<file path="src/hdl/csw_pkg.sv">
// shared constants and types of the configuration switch port selector
package csw_pkg;

	// ****************************************************************
	// register map (byte offsets on the management port)
	// ****************************************************************
	localparam logic [7:0] CSW_ADDR_CONFIG   = 8'h00; // switch configuration register
	localparam logic [7:0] CSW_ADDR_TX_STATE = 8'h01; // current_transmit_state_reg
	localparam logic [7:0] CSW_ADDR_STATUS   = 8'h02; // read-only filter status

	// ****************************************************************
	// configuration register fields
	// ****************************************************************
	localparam int CSW_BIT_SECOND_SEL_LO  = 2; // second_indicate_select_lo
	localparam int CSW_BIT_SECOND_SEL_HI  = 3; // second_indicate_select_hi
	localparam int CSW_BIT_TX_SEL_LO      = 4; // tx_source_select_lo
	localparam int CSW_BIT_TX_SEL_HI      = 5; // tx_source_select_hi
	localparam int CSW_BIT_FIRST_ENABLE   = 6; // first_indicate_port_enable
	localparam int CSW_BIT_SECOND_ENABLE  = 7; // second_indicate_port_enable
	localparam logic [7:0] CSW_CONFIG_RESET   = 8'h00;
	localparam logic [7:0] CSW_CONFIG_WR_MASK = 8'hFC; // d0 and d1 read as zero

	// ****************************************************************
	// transmit state register fields
	// ****************************************************************
	localparam int CSW_TM_LSB = 0;
	localparam int CSW_TM_MSB = 2;
	localparam logic [2:0] CSW_TM_ACTIVE    = 3'h0; // active transmit
	localparam logic [2:0] CSW_TM_RESET     = 3'h0;

	// ****************************************************************
	// symbol codes on the switch buses (control flag set)
	// ****************************************************************
	localparam logic [7:0] CSW_SYM_INVALID = 8'h00;
	localparam logic [7:0] CSW_SYM_HALT    = 8'h44;
	localparam logic [7:0] CSW_SYM_IDLE    = 8'hFF;

	// switch bus encoding, shared by transmit and second indicate selectors
	typedef enum logic [1:0] {
		CSW_BUS_INVALID  = 2'h0,
		CSW_BUS_RECEIVER = 2'h1,
		CSW_BUS_REQ_A    = 2'h2,
		CSW_BUS_REQ_B    = 2'h3
	} csw_bus_sel_t;

	// one symbol on a switch bus or an indicate port
	typedef struct packed {
		logic       parity;
		logic       control;
		logic [7:0] data;
	} csw_bus_t;

	localparam csw_bus_t CSW_BUS_ZERO = '{parity: 1'b0, control: 1'b0, data: 8'h00};

endpackage

</file>
<file path="src/hdl/csw_config_switch.sv">
// configuration switch port selector: control register, bus routing, indicate ports
`timescale 1ns/10ps

module csw_config_switch
	import csw_pkg::*;
#(
	parameter bit          HAS_SECOND_PORT = 1'b1,
	parameter int unsigned HALT_PAIR_MAX   = 8
) (
	input  wire logic       clock,
	input  wire logic       rst,
	input  wire logic [7:0] reg_addr,
	input  wire logic [7:0] reg_wdata,
	input  wire logic       reg_wr,
	input  wire logic       reg_rd,
	output logic [7:0]      reg_rdata,
	input  wire csw_bus_t   receiver_bus,
	input  wire csw_bus_t   request_a_bus,
	input  wire csw_bus_t   request_b_bus,
	output csw_bus_t        tx_input,
	output csw_bus_t        first_indicate_bus,
	output logic            first_indicate_oe,
	output csw_bus_t        second_indicate_bus,
	output logic            second_indicate_oe
);

	// ****************************************************************
	// types and functions
	// ****************************************************************

	typedef enum logic [3:0] {
		RF_PASS   = 4'h1,
		RF_HALT_1 = 4'h2,
		RF_HALT_2 = 4'h4,
		RF_IDLE   = 4'h8
	} csw_rf_state_t;

	localparam int          CNT_W     = $clog2(HALT_PAIR_MAX + 1);
	localparam logic [CNT_W-1:0] PAIR_LIMIT = CNT_W'(HALT_PAIR_MAX);

	// odd parity over control and data, matching the through-parity buses
	function automatic csw_bus_t make_symbol(input logic [7:0] code);
		csw_bus_t s;
		s.control = 1'b1;
		s.data    = code;
		s.parity  = ~(^{1'b1, code});
		return s;
	endfunction

	// the one switch decode, used by both selectors
	function automatic csw_bus_t pick_bus(
		input csw_bus_sel_t sel,
		input csw_bus_t     rcv,
		input csw_bus_t     req_a,
		input csw_bus_t     req_b
	);
		csw_bus_t b;
		case (sel)
			CSW_BUS_INVALID:  b = make_symbol(CSW_SYM_INVALID);
			CSW_BUS_RECEIVER: b = rcv;
			CSW_BUS_REQ_A:    b = req_a;
			CSW_BUS_REQ_B:    b = req_b;
			default:          b = make_symbol(CSW_SYM_INVALID);
		endcase
		return b;
	endfunction

	// ****************************************************************
	// registers
	// ****************************************************************

	logic [7:0]       config_reg;
	logic [2:0]       transmit_mode_field;
	csw_rf_state_t    rf_state;
	csw_rf_state_t    next_rf_state;
	logic [CNT_W-1:0] halt_pairs;
	csw_bus_sel_t     tx_sel;
	csw_bus_sel_t     second_sel;
	logic             first_indicate_port_enable;
	logic             second_indicate_port_enable;
	logic             tx_source_select_lo;
	logic             tx_source_select_hi;
	logic             second_indicate_select_lo;
	logic             second_indicate_select_hi;
	logic             invalid_active;
	csw_bus_t         switch_tx;
	csw_bus_t         switch_second;
	logic [7:0]       status_word;

	// field views of the configuration register
	assign second_indicate_select_lo   = config_reg[CSW_BIT_SECOND_SEL_LO];
	assign second_indicate_select_hi   = config_reg[CSW_BIT_SECOND_SEL_HI];
	assign tx_source_select_lo         = config_reg[CSW_BIT_TX_SEL_LO];
	assign tx_source_select_hi         = config_reg[CSW_BIT_TX_SEL_HI];
	assign first_indicate_port_enable  = config_reg[CSW_BIT_FIRST_ENABLE];
	assign second_indicate_port_enable = config_reg[CSW_BIT_SECOND_ENABLE];

	// configuration register; second-port bits are kept even on the
	// single-path variant so software reads back what it wrote
	always_ff @(posedge clock or posedge rst) begin
		if (rst) begin
			config_reg <= CSW_CONFIG_RESET;
		end else if (reg_wr && reg_addr == CSW_ADDR_CONFIG) begin
			config_reg <= reg_wdata & CSW_CONFIG_WR_MASK;
		end
	end

	// transmit mode field of the transmit state register
	always_ff @(posedge clock or posedge rst) begin
		if (rst) begin
			transmit_mode_field <= CSW_TM_RESET;
		end else if (reg_wr && reg_addr == CSW_ADDR_TX_STATE) begin
			transmit_mode_field <= reg_wdata[CSW_TM_MSB:CSW_TM_LSB];
		end
	end

	// ****************************************************************
	// configuration switch
	// ****************************************************************

	// both selectors use the same two-bit bus encoding
	always_comb begin
		tx_sel     = csw_bus_sel_t'({tx_source_select_hi, tx_source_select_lo});
		second_sel = csw_bus_sel_t'({second_indicate_select_hi, second_indicate_select_lo});
	end

	// routing of the four switch buses
	always_comb begin
		switch_tx     = pick_bus(tx_sel, receiver_bus, request_a_bus, request_b_bus);
		switch_second = pick_bus(second_sel, receiver_bus, request_a_bus, request_b_bus);
	end

	// ****************************************************************
	// repeat filter on the transmit path
	// ****************************************************************

	// the filter only engages while actively transmitting an invalid bus
	assign invalid_active = (tx_sel == CSW_BUS_INVALID) && (transmit_mode_field == CSW_TM_ACTIVE);

	// next state: halt pairs are emitted whole, then idle holds until
	// the condition goes away; leaving it restarts the pair budget
	always_comb begin
		next_rf_state = rf_state;
		case (rf_state)
			RF_PASS: begin
				if (invalid_active) begin
					next_rf_state = (PAIR_LIMIT == '0) ? RF_IDLE : RF_HALT_1;
				end
			end
			RF_HALT_1: begin
				next_rf_state = RF_HALT_2;
			end
			RF_HALT_2: begin
				if (!invalid_active) begin
					next_rf_state = RF_PASS;
				end else if (halt_pairs == PAIR_LIMIT) begin
					next_rf_state = RF_IDLE;
				end else begin
					next_rf_state = RF_HALT_1;
				end
			end
			RF_IDLE: begin
				if (!invalid_active) begin
					next_rf_state = RF_PASS;
				end
			end
			default: begin
				next_rf_state = RF_PASS;
			end
		endcase
	end

	// state register
	always_ff @(posedge clock or posedge rst) begin
		if (rst) begin
			rf_state <= RF_PASS;
		end else begin
			rf_state <= next_rf_state;
		end
	end

	// count of halt pairs sent since the invalid bus was selected
	always_ff @(posedge clock or posedge rst) begin
		if (rst) begin
			halt_pairs <= '0;
		end else if (next_rf_state == RF_PASS) begin
			halt_pairs <= '0;
		end else if (next_rf_state == RF_HALT_1 && halt_pairs != PAIR_LIMIT) begin
			halt_pairs <= halt_pairs + CNT_W'(1);
		end
	end

	// transmitter input; registered so a select change cannot glitch it
	always_ff @(posedge clock or posedge rst) begin
		if (rst) begin
			tx_input <= CSW_BUS_ZERO;
		end else begin
			case (next_rf_state)
				RF_HALT_1, RF_HALT_2: tx_input <= make_symbol(CSW_SYM_HALT);
				RF_IDLE:              tx_input <= make_symbol(CSW_SYM_IDLE);
				default:              tx_input <= switch_tx;
			endcase
		end
	end

	// ****************************************************************
	// indicate ports
	// ****************************************************************

	// first port carries the receiver bus
	csw_indicate_port #(
		.PRESENT (1'b1)
	) u_first_port (
		.clock       (clock),
		.rst         (rst),
		.port_enable (first_indicate_port_enable),
		.source      (receiver_bus),
		.port_out    (first_indicate_bus),
		.port_oe     (first_indicate_oe)
	);

	// second port exists only on the dual-path variant
	csw_indicate_port #(
		.PRESENT (HAS_SECOND_PORT)
	) u_second_port (
		.clock       (clock),
		.rst         (rst),
		.port_enable (second_indicate_port_enable),
		.source      (switch_second),
		.port_out    (second_indicate_bus),
		.port_oe     (second_indicate_oe)
	);

	// ****************************************************************
	// register read path
	// ****************************************************************

	// status: filter state in the high nibble, halt pairs sent below
	always_comb begin
		status_word      = 8'h00;
		status_word[7:4] = rf_state;
		status_word[3:0] = 4'(halt_pairs);
	end

	// read data valid the cycle after the strobe, zero otherwise
	always_ff @(posedge clock or posedge rst) begin
		if (rst) begin
			reg_rdata <= 8'h00;
		end else if (reg_rd) begin
			case (reg_addr)
				CSW_ADDR_CONFIG:   reg_rdata <= config_reg;
				CSW_ADDR_TX_STATE: reg_rdata <= {5'h00, transmit_mode_field};
				CSW_ADDR_STATUS:   reg_rdata <= status_word;
				default:           reg_rdata <= 8'h00;
			endcase
		end else begin
			reg_rdata <= 8'h00;
		end
	end

endmodule

</file>
<file path="src/hdl/csw_indicate_port.sv">
// one indicate output port toward a media access controller
`timescale 1ns/10ps

module csw_indicate_port
	import csw_pkg::*;
#(
	parameter bit PRESENT = 1'b1
) (
	input  wire logic     clock,
	input  wire logic     rst,
	input  wire logic     port_enable,
	input  wire csw_bus_t source,
	output csw_bus_t      port_out,
	output logic          port_oe
);

	// ****************************************************************
	// output stage
	// ****************************************************************

	// data is registered so the pins change only on the clock edge
	always_ff @(posedge clock or posedge rst) begin
		if (rst) begin
			port_out <= CSW_BUS_ZERO;
		end else if (PRESENT) begin
			port_out <= source;
		end else begin
			port_out <= CSW_BUS_ZERO;
		end
	end

	// a missing port keeps its pins released whatever software writes
	always_ff @(posedge clock or posedge rst) begin
		if (rst) begin
			port_oe <= 1'b0;
		end else begin
			port_oe <= PRESENT && port_enable;
		end
	end

endmodule

</file>
<file path="config.mk">
export PLATFORM = sky130hd
export DESIGN_NAME = csw_config_switch
export DESIGN_NICKNAME = d
export VERILOG_FILES = /design/src/hdl/csw_pkg.sv /design/src/hdl/csw_config_switch.sv /design/src/hdl/csw_indicate_port.sv
export SDC_FILE = /design/constraint.sdc
export NUM_CORES = 1
export LEC_CHECK = 0
export BUFFER_PORTS_ARGS = -buffer_cell sky130_fd_sc_hd__buf_2
export CORE_UTILIZATION = 44
export DETAILED_ROUTE_END_ITERATION = 6
export PLACE_DENSITY_LB_ADDON = 0.25
export SLEW_MARGIN = 40
export SYNTH_ARGS = -nofsm -noshare
export SYNTH_HDL_FRONTEND = slang
export SYNTH_SLANG_ARGS = --single-unit
</file>
<file path="constraint.sdc">
create_clock -name clock -period 1.75 [get_ports clock]
set_input_delay 0.175 -clock clock [delete_from_list [all_inputs] [get_ports clock]]
set_output_delay 0.175 -clock clock [all_outputs]
set_load 0.02 [all_outputs]
</file>
**After elaboration in Yosys (flattened, before gate mapping)**

Index checks and enable logic that the tools add are counted.

- Add/sub/neg operators: 1
- Multipliers: 0
- Divide/modulo/power cells: 0
- $lt $le $gt $ge: 0
- Equality and inequality tests: 18
- Shift-type cells: 0
- Muxes and demuxes: 12
- Bitwise gates (word level): 0
- Reduce and logical (&&, ||, !) cells: 10

Operator list:

| kind | count |
|---|---|
| 10-bit one-hot mux with 4 select lines | 2 |
| 4-bit two-way mux | 6 |
| 8-bit one-hot mux with 3 select lines | 1 |
| 10-bit one-hot mux with 2 select lines | 1 |
| 4-bit one-hot mux with 4 select lines | 1 |
| 4-bit equality test (second input constant) | 3 |
| 2-bit equality test (second input constant) | 4 |
| 4-bit by 1-bit equality test with 1-bit output (second input constant) | 2 |
| 4-bit by 2-bit equality test with 1-bit output (second input constant) | 2 |
| 4-bit by 3-bit equality test with 1-bit output (second input constant) | 2 |
| 8-bit by 1-bit equality test with 1-bit output (second input constant) | 1 |
| 8-bit by 2-bit equality test with 1-bit output (second input constant) | 1 |
| 8-bit logical NOT | 1 |
| 8-bit two-way mux | 1 |
| 4-bit by 1-bit adder with 4-bit output (second input constant) | 1 |
| 2-bit by 1-bit equality test with 1-bit output (second input constant) | 2 |
| 1-bit logical AND | 4 |
| 2-bit logical NOT | 2 |
| 4-bit != test (second input constant) | 1 |
| 3-bit logical NOT | 1 |
| 2-bit nonzero test | 1 |
| 2-bit OR reduction | 1 |

- Flip-flop bits (word level): 57
- Latch bits: 0
- Memory bits (writable): 0
- Memory bits (read-only): 0
- Bits of input ports: 50
- Output and inout port bits: 40
- Logic and storage cells: 57
- Memories: 0

**Logic depth before layout (Yosys ltp)**

- Depth after elaboration: 8
- Mapped depth: 6
- Gate-level depth less buffers: 6

**Modules after synthesis**

Synthesis repeated with hierarchy kept, for this count alone.

- Cells, all modules: 199
- Area, all modules: 2469.9 sq um

By module, submodules not included:

| module | instances | cells each | area an instance (sq um) | seq. area each (sq um) |
|---|---|---|---|---|
| csw_config_switch | 1 | 175 | 1911.8 | 877.1 |
| csw_indicate_port | 2 | 12 | 279.0 | 275.3 |

**Worst setup path after synthesis**

OpenSTA, ideal clock, no wires.

- Path type: flip-flop to flip-flop
- Start point: register rf_state[0]
- End point: register halt_pairs[3]
- Setup time: 0.076 ns
- Arrival time: 1.597 ns
- Data required time: 1.674 ns
- Path slack: 0.077 ns
- Stages on the path, launching flop included: 6
- Path buffers: 1
- Period minus slack after synthesis: 1.673 ns
- Cells stage by stage: dfstp_2 clkbuf_1 nor2b_1 a21oi_1 or4_4 a21oi_2

- Cells in the longest elaborated chain, start to end: 5
- Elaborated cells on any way between the ends: 12
- Those cells by class: 6 x eq/ne; 4 x mux; 2 x reduce/logical

RTL lines:

| what | RTL line | source |
|---|---|---|
| from (decl) | csw_config_switch.sv:74 | `csw_rf_state_t rf_state;` |
| from (signal assigned) | csw_config_switch.sv:178 | `rf_state <= next_rf_state;` |
| 4-bit equality test (tied with other cells) | csw_config_switch.sv:144 | `case (rf_state)` |
| 4-bit one-hot mux with 4 select lines (*) | csw_config_switch.sv:144 |  |
| 4-bit by 2-bit equality test with 1-bit output | csw_config_switch.sv:188 | `end else if (next_rf_state == RF_HALT_1 && halt_pairs != PAIR_LIMIT) begin` |
| 1-bit logical AND | csw_config_switch.sv:188 |  |
| 2-bit nonzero test (no line) | -- |  |
| to (signal assigned) | csw_config_switch.sv:189 | `halt_pairs <= halt_pairs + CNT_W'(1);` |
| to (decl) | csw_config_switch.sv:76 | `logic [CNT_W-1:0] halt_pairs;` |

Every way passes the cells marked *; elsewhere a longest branch is shown, timed or not.
A chain may end at the register's enable or synchronous reset.

**Final worst setup path**

- Start point: register halt_pairs[0]
- End point: register halt_pairs[3]

- Cells in the longest elaborated chain, start to end: 7
- Elaborated cells on any way between the ends: 12
- Those cells by class: 1 x add/sub; 4 x eq/ne; 5 x mux; 2 x reduce/logical

RTL lines:

| what | RTL line | source |
|---|---|---|
| 4-bit equality test | csw_config_switch.sv:156 | `end else if (halt_pairs == PAIR_LIMIT) begin` |
| 4-bit two-way mux | csw_config_switch.sv:156 |  |
| 4-bit two-way mux | csw_config_switch.sv:154 | `if (!invalid_active) begin` |
| 4-bit one-hot mux with 4 select lines | csw_config_switch.sv:144 |  |
| 4-bit by 2-bit equality test with 1-bit output | csw_config_switch.sv:188 |  |
| 1-bit logical AND | csw_config_switch.sv:188 |  |
| 2-bit nonzero test (no line) | -- |  |

Parallel ways exist; a longest one is shown, timed or not. The select of a mux whose other input is x is not followed.

==> impl_results.md <==
* Status: finished, final reports clean
* CTS Buf Count at 9
* Row cnt at 26
* Synth cell types at 36
* Crit path capture type: flop
* CP max-delay cell: or4_4
* Die Ht at 77.1 um
* Root Buffer: clkbuf_8
* Post-synthesis instance total at 198
* Reg2reg start: halt_pairs[0]$_DFFE_PP0P_
* Cells after DPL at 359
* Final WL at 6130 um
* Syn. warnings at 0
* Nets at 366
* CP startpoint kind: flop
* Crit path time final at 1.63 ns
* Crit-path cells: inv_1, ha_1, nand3b_1, a21oi_1, or4_4, a21oi_2
* Clock Power Share at 0.319
* Core footprint at 5270 um2
* Crit path max fanout at 5
* Largest net degree at the start of global routing at 58
* Antenna-violating nets left at 0
* HPWL after detailed placement at 4160 um
* Initial antenna violation count at 0
* Synth area leaders: dfrtp_1, mux2_2, mux2i_1
* # setup viols final at 0
* Via/cell ratio at 5.17
* Global-route wire length before repair at 9980 um
* Fraction of layout cells with a size suffix above 1 at 0.489
* Clk_lat worst skew at 0.33 ns
* DR WL/cell at 15.8 um
* Crit path DAT at 1.90 ns
* P&R area growth vs syn at 37.5%
* Hold path cells at 2
* Most frequent cell after synthesis: dfrtp_1
* Post-synth top cells: dfrtp_1, mux2_2, nor2_1
* Peak Freq at 613 MHz
* Ys flop type: dfrtp_1
* Synthesis-stage register bit count at 57
* Iteration count of the initial detailed-routing pass at 4
* Num ports at 90
* Hold path start: reg_wdata[6]
* Final cell count without fillers at 389
* Reg clk slew, reported paths at 0.07 ns
* Sink Count at 57
* Max VDD drop at 548 uV
* Port bufs at 89
* Net Sw Frac at 0.312
* Number of synthesized flops with an enable pin at 0
* Die area at 5940 um2
* Diodes inserted at 0
* Top flop regs: tx_input (10), u_first_port.port_out (10), u_second_port.port_out (10)
* Combinational power share at 0.261
* Final hold vios at 0
* Worst Hold Class: input port to flop
* Filler cell count at 437
* CTS H-tree lvls at 3
* Slew margin rel. at 0.601
* Top cell type by total area after synthesis: dfrtp_1
* Vias in the first global route at 2050
* Post-Syn Nets at 250
* R2r endpoint: halt_pairs[3]$_DFFE_PP0P_
* Post-route DRC at 0
* Internal at 2570 uW
* Cell Area, Synth at 2480 um2
* Worst-margin pin slew at 0.599 ns
* Max-cap violation count at 0
* Sequential fraction of design power at 0.420
* Reg2Reg Depth at 6
* Die W at 77.1 um
* Skew final at 0.00677 ns
* PwrDens at 1100 nW/um2
* Design area at 3410 um2
* Clock buffer depth at 2
* Initial DRC Count at 88
* Gpl congestion at 0.841
* Vias after detailed routing at 2011
* CP Class: flop to flop
* Worst path max stage delay at 0.49 ns
* Switch Pwr at 1170 uW
* CTS tree: yes
* Critical Path RT at 2.02 ns
* Worst min-delay path endpoint: config_reg[6]$_DFFE_PP0P_
* Gr ovfl total at 0
* Core Util, Final at 0.647
* GR Util All Layers at 0.224
* Post-DP Area at 3080 um2
* Reg2Reg Setup Slack at 0.12 ns
* Initial Utilization at 0.471
* P_leak at 0.00171 uW
* Register area share after synthesis at 0.575
* Async S/R FF share, synth at 1.00
* Slew Viols, Final at 0
* Syn_area_per_cell at 12.5 um2
* Post-synth top area share at 0.565
* Final clock period utilization by the worst path at 0.932
## cell usage in the layout (no fill, tap or decap), types with 2 or more instances in the layout
master,n
inv_1,5
buf_2,89
a22o_1,10
mux2_2,27
a21oi_1,2
nand2_1,3
clkinv_2,2
dlygate4sd3_1,11
nor4b_1,2
nor2b_1,9
nand4_1,5
nand3_1,3
nor2_1,16
o21ai_0,7
ha_1,2
dfrtp_1,56
clkbuf_8,9
mux2i_1,9
xor2_1,2
a22oi_1,12
clkinvlp_4,3
buf_4,14
## through the flow
| stage | worst slack [ns] | total power [uW] | setup TNS [ns] | hold slack, ns |
|---|---|---|---|---|
| final | 0.118 | 3740 | 0 | 0.0738 |
| after global routing | -0.000859 | 3950 | -0.000859 | 0.0633 |
| after CTS | 0.0357 | 3730 | 0 | 0.0592 |
| after detailed placement | 0.0375 | 2510 | 0 | 0.256 |
| after global placement | 0.132 | 2490 | 0 | 0.249 |
| after floorplan | 0.0767 | 2130 | 0 | 0.206 |
## worst max-delay path by stage
stage	end	startpoint	depth (start not counted)	slack (ns)
finish	halt_pairs[3]$_DFFE_PP0P_	halt_pairs[0]$_DFFE_PP0P_	6	0.12
global route	tx_input[4]$_DFF_PP0_	config_reg[4]$_DFFE_PP0P_	6	-0.0009
CTS	tx_input[4]$_DFF_PP0_	halt_pairs[0]$_DFFE_PP0P_	6	0.04
detailed placement	tx_input[4]$_DFF_PP0_	halt_pairs[0]$_DFFE_PP0P_	6	0.04
global placement	halt_pairs[3]$_DFFE_PP0P_	transmit_mode_field[2]$_DFFE_PP0P_	4	0.13
floorplan	halt_pairs[3]$_DFFE_PP0P_	rf_state[0]$_DFF_PP1_	5	0.08
## area by class of cell
cell class	count	area, um2	share of cell area
well taps	70	87.6	0.0257
inverters	6	22.5	0.00660
clock buffers	9	124	0.0363
clock inverters	7	71.3	0.0209
flip-flops and latches	57	1430	0.418
repair buffers	115	681	0.199
multi-input cells	125	998	0.293
## metal layers
layer  GRT usage  part of all wire  routed length (um)
met1       0.285              0.44                2720
met2       0.353              0.47                2890
met3      0.0500             0.065                 398
met4       0.128             0.019                 118
met5           0                 0                   0
## logic make-up (layout without fill, tap and decap cells)
family | count (synthesis) | after routing | share of synthesized area
xor gates and xnor gates | 3 | 3 | 0.0106
adders and majority gates | 2 | 2 | 0.0101
and+or+nand+nor | 47 | 47 | 0.109
buffers and inverters | 16 | 137 | 0.0247
muxes | 36 | 36 | 0.159
DFF | 57 | 57 | 0.575
AOI/OAI and AO/OA | 37 | 37 | 0.111
## critical path, delay by kind of cell (launching register included)
kind | cells | cell delay, ns
simple gates | 2 | 0.67
buf+inv | 1 | 0.08
flops | 1 | 0.37
compound gates | 2 | 0.27
fa+ha+maj | 1 | 0.19
## power groups by stage
stage	sequential [uW]	combinational (uW)	clock, uW
after floorplan	1610	521	0
after global placement	1590	894	0
after detailed placement	1600	911	0
after CTS	1570	940	1220
after global routing	1590	1080	1280
final	1570	976	1190
## what timing repair did
action / in CTS / in global routing
setup buffers: 0 / 3
hold buffers: 11 / 0
setup endpoints to repair: 0 / 7
gates resized for setup: 0 / 1
hold endpoints to repair: 66 / 0
No activity file was read; power rests on OpenSTA's default activity.
